--- src/rtl/rec_pkg.sv ---
// Constants, types and register map of the recorder trigger and status block
package rec_pkg;

    // ****************************************
    // Widths
    // ****************************************
    localparam int unsigned PARAM_W     = 16;
    localparam int unsigned ADDR_W      = 8;
    localparam int unsigned DATA_W      = 32;
    localparam int unsigned NUM_UNITS   = 2;
    localparam int unsigned ERR_W       = 6;
    localparam int unsigned FILL_W      = 7;
    localparam int unsigned IRQ_W       = 3;

    // ****************************************
    // Register byte offsets
    // ****************************************
    localparam logic [ADDR_W-1:0] OFS_CTRL       = 8'h00;
    localparam logic [ADDR_W-1:0] OFS_BOUNDS_A   = 8'h04;
    localparam logic [ADDR_W-1:0] OFS_MASK_A     = 8'h08;
    localparam logic [ADDR_W-1:0] OFS_BOUNDS_B   = 8'h0C;
    localparam logic [ADDR_W-1:0] OFS_MASK_B     = 8'h10;
    localparam logic [ADDR_W-1:0] OFS_BLOCKS     = 8'h14;
    localparam logic [ADDR_W-1:0] OFS_STATUS     = 8'h18;
    localparam logic [ADDR_W-1:0] OFS_IRQ_STATUS = 8'h1C;
    localparam logic [ADDR_W-1:0] OFS_IRQ_ENABLE = 8'h20;
    localparam logic [ADDR_W-1:0] OFS_IRQ_CLEAR  = 8'h24;

    // ****************************************
    // Field positions
    // ****************************************
    localparam int unsigned CTRL_EN_BIT      = 0;
    localparam int unsigned CTRL_ANALOG_BIT  = 1;
    localparam int unsigned CTRL_OR_BIT      = 2;
    localparam int unsigned CTRL_UNIT_STRIDE = 8;
    localparam int unsigned LOW_LSB          = 0;
    localparam int unsigned HIGH_LSB         = 16;
    localparam int unsigned IRQ_START_BIT    = 0;
    localparam int unsigned IRQ_STOP_BIT     = 1;
    localparam int unsigned IRQ_FULL_BIT     = 2;

    // ****************************************
    // Reset values and counts
    // ****************************************
    localparam logic [PARAM_W-1:0] LOW_RESET    = 16'h0000;
    localparam logic [PARAM_W-1:0] HIGH_RESET   = 16'hFFFF;
    localparam logic [PARAM_W-1:0] CARE_RESET   = 16'h0000;
    localparam logic [PARAM_W-1:0] VALUE_RESET  = 16'h0000;
    localparam logic [PARAM_W-1:0] BLOCKS_RESET = 16'h000A;
    localparam logic [PARAM_W-1:0] MIN_BLOCKS   = 16'h0002;
    localparam logic [PARAM_W-1:0] STATUS_RESET = 16'h0100;
    localparam logic [IRQ_W-1:0]   IRQ_RESET    = 3'h0;

    // ****************************************
    // Types
    // ****************************************
    typedef logic [PARAM_W-1:0] param_word_t;

    typedef struct packed {
        logic        enable;
        logic        analog_mode;
        logic        or_bits;
        param_word_t low;
        param_word_t high;
        param_word_t care;
        param_word_t value;
    } trig_cfg_t;

    typedef struct packed {
        logic [FILL_W-1:0] fill;
        logic              idle;
        logic              recording;
        logic              full;
        logic [ERR_W-1:0]  err;
    } status_word_t;

    typedef struct packed {
        logic [ADDR_W-1:0] paddr;
        logic              psel;
        logic              penable;
        logic              pwrite;
        logic [DATA_W-1:0] pwdata;
    } apb_req_t;

    typedef struct packed {
        logic [DATA_W-1:0] prdata;
        logic              pready;
        logic              pslverr;
    } apb_rsp_t;

    typedef enum logic [2:0] {
        ST_IDLE = 3'b001,
        ST_LOG  = 3'b010,
        ST_FULL = 3'b100
    } rec_state_t;

endpackage

--- src/rtl/recorder_trigger_and_status.sv ---
// Recorder trigger combination, logging control and status word publication
//
// Overview of operation
// - Logging starts only when both trigger unit results are active, combined by AND.
// - With both units disabled the combined trigger is held inactive.
// - With one unit disabled, that unit counts as always active so the enabled one decides.
// - Each unit takes only a 16-bit acquisition parameter as its source.
// - A 16-bit status word is published as an acquisition parameter.
// - Status word holds error code in bits 0-5, full/recording/idle in 6-8, fill level in 9-15.
// - The recording bit is set only after the first complete block has been stored.
// - In digital mode each parameter bit is compared with a one, zero or don't-care mask.
// - Digital bit matches are ANDed by default, or ORed when so configured.
// - A finished period with the trigger still active starts another equal period.
// - At least two blocks are recorded once triggered, unless the card becomes full first.
`timescale 1ns/1ps
`default_nettype none

module recorder_trigger_and_status
    import rec_pkg::*;
(
    input  wire logic                  pclk,
    input  wire logic                  presetn,
    input  wire rec_pkg::apb_req_t     apb_req,
    output var  rec_pkg::apb_rsp_t     apb_rsp,
    input  wire logic                  acq_cycle,
    input  wire rec_pkg::param_word_t  trig_param_a,
    input  wire rec_pkg::param_word_t  trig_param_b,
    input  wire logic                  block_written,
    input  wire logic                  card_full,
    input  wire logic [rec_pkg::ERR_W-1:0]  error_code,
    input  wire logic [rec_pkg::FILL_W-1:0] fill_level,
    output var  rec_pkg::status_word_t status_word,
    output logic                       combined_trigger,
    output logic                       logging_active,
    output logic                       irq
);
    import rec_pkg::*;

    // ****************************************
    // Trigger evaluation helpers
    // ****************************************
    function automatic logic unit_eval(input trig_cfg_t cfg, input param_word_t p);
        param_word_t eq;
        logic        dig;
        eq = ~(p ^ cfg.value);
        if (cfg.or_bits) begin
            dig = (|(cfg.care & eq)) | (cfg.care == CARE_RESET);
        end else begin
            dig = &(~cfg.care | eq);
        end
        if (cfg.analog_mode) begin
            unit_eval = (p >= cfg.low) && (p <= cfg.high);
        end else begin
            unit_eval = dig;
        end
    endfunction

    function automatic logic unit_term(input trig_cfg_t cfg, input logic hit);
        unit_term = cfg.enable ? hit : 1'b1;
    endfunction

    // ****************************************
    // Registers
    // ****************************************
    trig_cfg_t          cfg_ff [NUM_UNITS];
    param_word_t        blocks_ff;
    logic [IRQ_W-1:0]   irq_status_ff;
    logic [IRQ_W-1:0]   irq_enable_ff;
    logic [IRQ_W-1:0]   irq_event;
    logic [IRQ_W-1:0]   irq_clear;
    logic               irq_ff;
    rec_state_t         state_ff;
    rec_state_t         nxt_state;
    param_word_t        blk_cnt_ff;
    param_word_t        nxt_blk_cnt;
    logic               first_block_ff;
    logic               nxt_first_block;
    logic               logging_ff;
    logic               combined_ff;
    logic               nxt_combined;
    status_word_t       status_ff;
    param_word_t        period_len;
    param_word_t        trig_param [NUM_UNITS];
    logic [NUM_UNITS-1:0] unit_hit;
    apb_rsp_t           rsp_ff;
    logic [DATA_W-1:0]  rd_data;
    logic               rd_mapped;
    logic               wr_en;

    assign trig_param[0] = trig_param_a;
    assign trig_param[1] = trig_param_b;

    // ****************************************
    // Trigger units and combination
    // ****************************************
    genvar gi;
    generate
        for (gi = 0; gi < NUM_UNITS; gi++) begin : g_unit
            assign unit_hit[gi] = unit_eval(cfg_ff[gi], trig_param[gi]);
        end
    endgenerate

    always_comb begin
        if (!cfg_ff[0].enable && !cfg_ff[1].enable) begin
            nxt_combined = 1'b0;
        end else begin
            nxt_combined = unit_term(cfg_ff[0], unit_hit[0]) &
                           unit_term(cfg_ff[1], unit_hit[1]);
        end
    end

    always_ff @(posedge pclk or negedge presetn) begin
        if (!presetn) begin
            combined_ff <= 1'b0;
        end else if (acq_cycle) begin
            combined_ff <= nxt_combined;
        end
    end

    // ****************************************
    // Logging control
    // ****************************************
    assign period_len = (blocks_ff < MIN_BLOCKS) ? MIN_BLOCKS : blocks_ff;

    always_comb begin
        nxt_state       = state_ff;
        nxt_blk_cnt     = blk_cnt_ff;
        nxt_first_block = first_block_ff;
        irq_event       = IRQ_RESET;
        unique case (state_ff)
            ST_IDLE: begin
                if (acq_cycle && card_full) begin
                    nxt_state               = ST_FULL;
                    irq_event[IRQ_FULL_BIT] = 1'b1;
                end else if (acq_cycle && nxt_combined) begin
                    nxt_state                = ST_LOG;
                    nxt_blk_cnt              = '0;
                    nxt_first_block          = 1'b0;
                    irq_event[IRQ_START_BIT] = 1'b1;
                end
            end
            ST_LOG: begin
                if (card_full) begin
                    nxt_state               = ST_FULL;
                    irq_event[IRQ_FULL_BIT] = 1'b1;
                end else if (block_written) begin
                    nxt_first_block = 1'b1;
                    if (blk_cnt_ff + 16'h0001 >= period_len) begin
                        nxt_blk_cnt = '0;
                        if (!combined_ff) begin
                            nxt_state               = ST_IDLE;
                            irq_event[IRQ_STOP_BIT] = 1'b1;
                        end
                    end else begin
                        nxt_blk_cnt = blk_cnt_ff + 16'h0001;
                    end
                end
            end
            ST_FULL: begin
                if (!card_full) begin
                    nxt_state = ST_IDLE;
                end
            end
            default: begin
                nxt_state = ST_IDLE;
            end
        endcase
    end

    always_ff @(posedge pclk or negedge presetn) begin
        if (!presetn) begin
            state_ff       <= ST_IDLE;
            blk_cnt_ff     <= '0;
            first_block_ff <= 1'b0;
            logging_ff     <= 1'b0;
        end else begin
            state_ff       <= nxt_state;
            blk_cnt_ff     <= nxt_blk_cnt;
            first_block_ff <= nxt_first_block;
            logging_ff     <= (nxt_state == ST_LOG);
        end
    end

    // ****************************************
    // Status word
    // ****************************************
    always_ff @(posedge pclk or negedge presetn) begin
        if (!presetn) begin
            status_ff <= STATUS_RESET;
        end else if (acq_cycle) begin
            status_ff.err       <= error_code;
            status_ff.full      <= (state_ff == ST_FULL);
            status_ff.recording <= (state_ff == ST_LOG) && first_block_ff;
            status_ff.idle      <= (state_ff == ST_IDLE);
            status_ff.fill      <= fill_level;
        end
    end

    // ****************************************
    // Interrupts
    // ****************************************
    assign irq_clear = (wr_en && apb_req.paddr == OFS_IRQ_CLEAR) ?
                       apb_req.pwdata[IRQ_W-1:0] : IRQ_RESET;

    always_ff @(posedge pclk or negedge presetn) begin
        if (!presetn) begin
            irq_status_ff <= IRQ_RESET;
            irq_ff        <= 1'b0;
        end else begin
            irq_status_ff <= (irq_status_ff & ~irq_clear) | irq_event;
            irq_ff        <= |(((irq_status_ff & ~irq_clear) | irq_event) & irq_enable_ff);
        end
    end

    // ****************************************
    // APB slave
    // ****************************************
    assign wr_en = apb_req.psel && apb_req.penable && rsp_ff.pready && apb_req.pwrite;

    always_comb begin
        rd_data   = '0;
        rd_mapped = 1'b1;
        unique case (apb_req.paddr)
            OFS_CTRL: begin
                for (int u = 0; u < NUM_UNITS; u++) begin
                    rd_data[u*CTRL_UNIT_STRIDE+CTRL_EN_BIT]     = cfg_ff[u].enable;
                    rd_data[u*CTRL_UNIT_STRIDE+CTRL_ANALOG_BIT] = cfg_ff[u].analog_mode;
                    rd_data[u*CTRL_UNIT_STRIDE+CTRL_OR_BIT]     = cfg_ff[u].or_bits;
                end
            end
            OFS_BOUNDS_A:   rd_data = {cfg_ff[0].high, cfg_ff[0].low};
            OFS_MASK_A:     rd_data = {cfg_ff[0].value, cfg_ff[0].care};
            OFS_BOUNDS_B:   rd_data = {cfg_ff[1].high, cfg_ff[1].low};
            OFS_MASK_B:     rd_data = {cfg_ff[1].value, cfg_ff[1].care};
            OFS_BLOCKS:     rd_data[PARAM_W-1:0] = blocks_ff;
            OFS_STATUS:     rd_data[PARAM_W-1:0] = status_ff;
            OFS_IRQ_STATUS: rd_data[IRQ_W-1:0] = irq_status_ff;
            OFS_IRQ_ENABLE: rd_data[IRQ_W-1:0] = irq_enable_ff;
            OFS_IRQ_CLEAR:  rd_data = '0;
            default:        rd_mapped = 1'b0;
        endcase
    end

    // Answer in the first access cycle; data captured in setup
    always_ff @(posedge pclk or negedge presetn) begin
        if (!presetn) begin
            rsp_ff <= '0;
        end else begin
            rsp_ff.pready <= apb_req.psel && !apb_req.penable;
            if (apb_req.psel && !apb_req.penable) begin
                rsp_ff.prdata  <= apb_req.pwrite ? '0 : rd_data;
                rsp_ff.pslverr <= !rd_mapped;
            end
        end
    end

    always_ff @(posedge pclk or negedge presetn) begin
        if (!presetn) begin
            for (int u = 0; u < NUM_UNITS; u++) begin
                cfg_ff[u] <= '{enable: 1'b0, analog_mode: 1'b0, or_bits: 1'b0,
                               low: LOW_RESET, high: HIGH_RESET,
                               care: CARE_RESET, value: VALUE_RESET};
            end
            blocks_ff     <= BLOCKS_RESET;
            irq_enable_ff <= IRQ_RESET;
        end else if (wr_en) begin
            unique case (apb_req.paddr)
                OFS_CTRL: begin
                    for (int u = 0; u < NUM_UNITS; u++) begin
                        cfg_ff[u].enable      <= apb_req.pwdata[u*CTRL_UNIT_STRIDE+CTRL_EN_BIT];
                        cfg_ff[u].analog_mode <= apb_req.pwdata[u*CTRL_UNIT_STRIDE+CTRL_ANALOG_BIT];
                        cfg_ff[u].or_bits     <= apb_req.pwdata[u*CTRL_UNIT_STRIDE+CTRL_OR_BIT];
                    end
                end
                OFS_BOUNDS_A: begin
                    cfg_ff[0].low  <= apb_req.pwdata[LOW_LSB+:PARAM_W];
                    cfg_ff[0].high <= apb_req.pwdata[HIGH_LSB+:PARAM_W];
                end
                OFS_MASK_A: begin
                    cfg_ff[0].care  <= apb_req.pwdata[LOW_LSB+:PARAM_W];
                    cfg_ff[0].value <= apb_req.pwdata[HIGH_LSB+:PARAM_W];
                end
                OFS_BOUNDS_B: begin
                    cfg_ff[1].low  <= apb_req.pwdata[LOW_LSB+:PARAM_W];
                    cfg_ff[1].high <= apb_req.pwdata[HIGH_LSB+:PARAM_W];
                end
                OFS_MASK_B: begin
                    cfg_ff[1].care  <= apb_req.pwdata[LOW_LSB+:PARAM_W];
                    cfg_ff[1].value <= apb_req.pwdata[HIGH_LSB+:PARAM_W];
                end
                OFS_BLOCKS:     blocks_ff <= apb_req.pwdata[PARAM_W-1:0];
                OFS_IRQ_ENABLE: irq_enable_ff <= apb_req.pwdata[IRQ_W-1:0];
                default: begin
                end
            endcase
        end
    end

    // ****************************************
    // Outputs
    // ****************************************
    assign apb_rsp          = rsp_ff;
    assign status_word      = status_ff;
    assign combined_trigger = combined_ff;
    assign logging_active   = logging_ff;
    assign irq              = irq_ff;

endmodule

`default_nettype wire

--- config.mk ---
export PLATFORM = sky130hd
export DESIGN_NAME = recorder_trigger_and_status
export DESIGN_NICKNAME = d
export VERILOG_FILES = /design/src/rtl/rec_pkg.sv /design/src/rtl/recorder_trigger_and_status.sv
export SDC_FILE = /design/constraint.sdc
export NUM_CORES = 1
export LEC_CHECK = 0
export BUFFER_PORTS_ARGS = -buffer_cell sky130_fd_sc_hd__buf_2
export CAP_MARGIN = 10
export CELL_PAD_IN_SITES_DETAIL_PLACEMENT = 0
export CELL_PAD_IN_SITES_GLOBAL_PLACEMENT = 1
export CORE_MARGIN = 5
export CORE_UTILIZATION = 51
export DETAILED_ROUTE_END_ITERATION = 6
export GPL_TIMING_DRIVEN = 0
export PLACE_DENSITY = 0.92
export SLEW_MARGIN = 30
export SYNTH_ARGS = -nofsm -noshare
export SYNTH_HDL_FRONTEND = slang
export SYNTH_SLANG_ARGS = --single-unit
--- constraint.sdc ---
create_clock -name pclk -period 7.2 [get_ports pclk]
set_input_delay 0.72 -clock pclk [delete_from_list [all_inputs] [get_ports pclk]]
set_output_delay 0.72 -clock pclk [all_outputs]
set_load 0.005 [all_outputs]
==> run metrics <==
result of the run completed; GRT Residual Overflow 0; proportion of total power due to net switching 0.258; min Tclk post-route 4450 ps; number of antenna violations at the first check in global routing 3; worst clock skew on the final layout 15.4 ps; fin nets 1,592; Hold/Removal Path Class input pin to asynchronous set/reset pin; sequential element share of the synthesized area 0.443; ys flop type dfrtp_1; Yosys warning count 0; global-route wire length before repair 63,500 um; slew of the pin with the lowest slew margin 886 ps; growth of design area from synthesis to finish 16.2%; die outline width 170 um; Post CTS Setup Buffer Count 0; P per Cell Area 206 mW/mm2; synthesized instance count 1,245; sequential fraction of design power 0.437; average cell area after synthesis 10.5 um2; share of layout cells above drive strength 1 0.287; clock tree from TritonCTS built; worst relative slew slack 0.410; total number of clock tree sinks 229; clock share of power 0.451; most used cells in the layout excluding fill and tap cells dfrtp_1, buf_2, mux2_2; H-tree depth 1; Final setup viols 0; setup repair after global routing missed its margin no; drt first pass iters 7; startpoint class of the critical path flop; post-detailed-route via-to-cell ratio 6.18; fmax 0.225 GHz; category of the critical setup timing path flop to flop; leakage component of the power 0.00719 uW; Yosys cell types 74; CP max FO 10; final core utilization 0.602; insertion delay of the later-clocked pin in the worst-skew pair 540 ps; post-DR wirelength/cell 23.9 um; global-route usage over all layers 0.287; Net Switching 808 uW; tightest hold margin 118 ps; last weighted congestion value of the routability-driven placer 0.972; flop and latch count out of synthesis 229; quantity of I/O buffers inserted on ports 143; DRC Markers 0; Arr. time, crit path 4910 ps; largest net degree at the start of global routing 86; estimated wirelength of the detail-placed design 32,400 um; Clk pin slew, worst setup/hold paths 60 ps; Via Count 10,932; io pins 146; number of global-route vias before repair 10,774; cell depth of the worst flop-to-flop path 18; violation count after the first detailed-routing iteration 1,368; endpoint required time on the critical path 7650 ps; Resized cells post-CTS 0; combinational cell fraction of total power 0.111; Setup TNS 0 ps; Final Max Slew Viols 0; number of rows in the core area 58; max_cap viols 0; initial standard-cell utilization of the core 0.518; number of enable-type register cells in the synthesized netlist 0; crit end category flop; final antenna-violating net count 0; vertical extent of the die 170 um; final hold vios 0; Die ar. 0.0289 mm2; root buffer selected by CTS clkbuf_16; Async SR Flop Fraction 1.00; CTS hold repair buffers 0; Num CTS Buffers 26; internal power 2320 uW; peak supply drop 0.161 mV; synthesized net count 1,419; synthesized area 0.0131 mm2; area of the core 0.0252 mm2; buffers from clock root to sink, at most 3; ratio of final minimum period to clock period 0.619; most common cell after layout, fill and taps aside dfrtp_1; wirelength, routed 42,300 um
[cell usage after synthesis (12+ instances only)]
cell type  number  area, um2
a211oi_1       19        143
a21o_1         30        225
a21oi_1        19       95.1
a222oi_1       27        270
a22oi_1        49        368
buf_2          13       65.1
clkbuf_1       33        124
dfrtp_1       193       4830
dfstp_2        36        946
ha_1           81       1010
inv_1         120        450
mux2_2        141       1590
nand2_1       122        458
nand3_1        14       70.1
nand4_1        13       81.3
nor2_1         39        146
nor3_1         12       60.1
nor4_1         16        100
o21ai_0        65        325
o22ai_1        17        106
xor2_1         37        324
[path summary, 6_finish.rpt]
kind	from	endpoint	slack, ps
hold reg to reg	apb_rsp[3]	apb_rsp[3]	470
setup reg to reg	blk_cnt_ff[0]	blk_cnt_ff[6]	2750
max in group asynchronous	presetn	cfg_ff[42]	5840
setup / recovery	blk_cnt_ff[0]	blk_cnt_ff[6]	2750
hold / removal	presetn	blk_cnt_ff[7]	120
min in group pclk	fill_level[3]	status_word[12]	420
[power groups by stage]
stage	clock [uW]	combinational, uW	sequential [uW]
2_1_floorplan	0	180	1380
3_3_place_gp	0	331	1390
3_5_place_dp	0	343	1390
4_1_cts	1420	346	1370
5_1_grt	1470	382	1370
6_report	1410	348	1370
[cells by family after synthesis]
kind of cell | count (synthesis) | share of synthesized area
AOI/OAI and AO/OA | 295 | 0.165
and+or+nand+nor | 278 | 0.106
DFF | 229 | 0.443
buffers and inverters | 169 | 0.0504
muxes | 151 | 0.130
adders and majority gates | 81 | 0.0777
xor gates and xnor gates | 42 | 0.0288
[metal layers]
metal	vias up	share of wire	track usage
met1	5467	0.43	0.402
li1	4886	-	-
met4	4	0.030	0.0889
met5	-	0.00064	0
met3	84	0.088	0.0690
met2	491	0.45	0.443
[registers in the layout (all words and copies together), names as in the netlist]
| signal | count |
|---|---|
| irq | 1 |
| irq_enable_ff | 3 |
| logging_active | 1 |
| combined_trigger | 1 |
| status_word | 16 |
| irq_status_ff | 3 |
| state_ff | 3 |
| apb_rsp | 34 |
| cfg_ff | 134 |
| blk_cnt_ff | 16 |
| blocks_ff | 16 |
| first_block_ff | 1 |
[metrics by stage]
| step | worst slack [ps] | cell area [um2] | instances | total power (uW) |
|---|---|---|---|---|
| floorplan | 3530 | 13100 | 1245 | 1560 |
| global placement | 1460 | 14200 | 1718 | 1720 |
| detailed placement | 2810 | 14200 | 1720 | 1730 |
| CTS | 2780 | 15200 | 1768 | 3140 |
| global route | 2350 | 15200 | 1769 | 3220 |
| finish | 2750 | 15200 | 1769 | 3130 |
[worst max-delay path: stages, from the launching register on]
cell and delay [ps]:
dfrtp_1 450, ha_1 240, nand3_2 150, or3_1 390, clkbuf_1 170, nor2_2 180, and3_1 260, nand3_1 120
and2_1 180, or2_1 230, ha_1 310, a21o_1 170, a21oi_1 230, nand3_1 120, a41o_1 250, nand2_1 290
clkbuf_1 360, o211ai_1 190, o21ai_2 90
[area by class of cell]
class,count,area [um2]
inverter,120,450
fill,2114,10000
buffer,49,208
timing repair buffer,145,781
clock inverter,7,113
sequential,229,5780
multi-input combinational,847,6630
tap,330,413
antenna,1,2.50
clock buffer,41,798
Note: power is estimated with default switching activity, not from simulation.
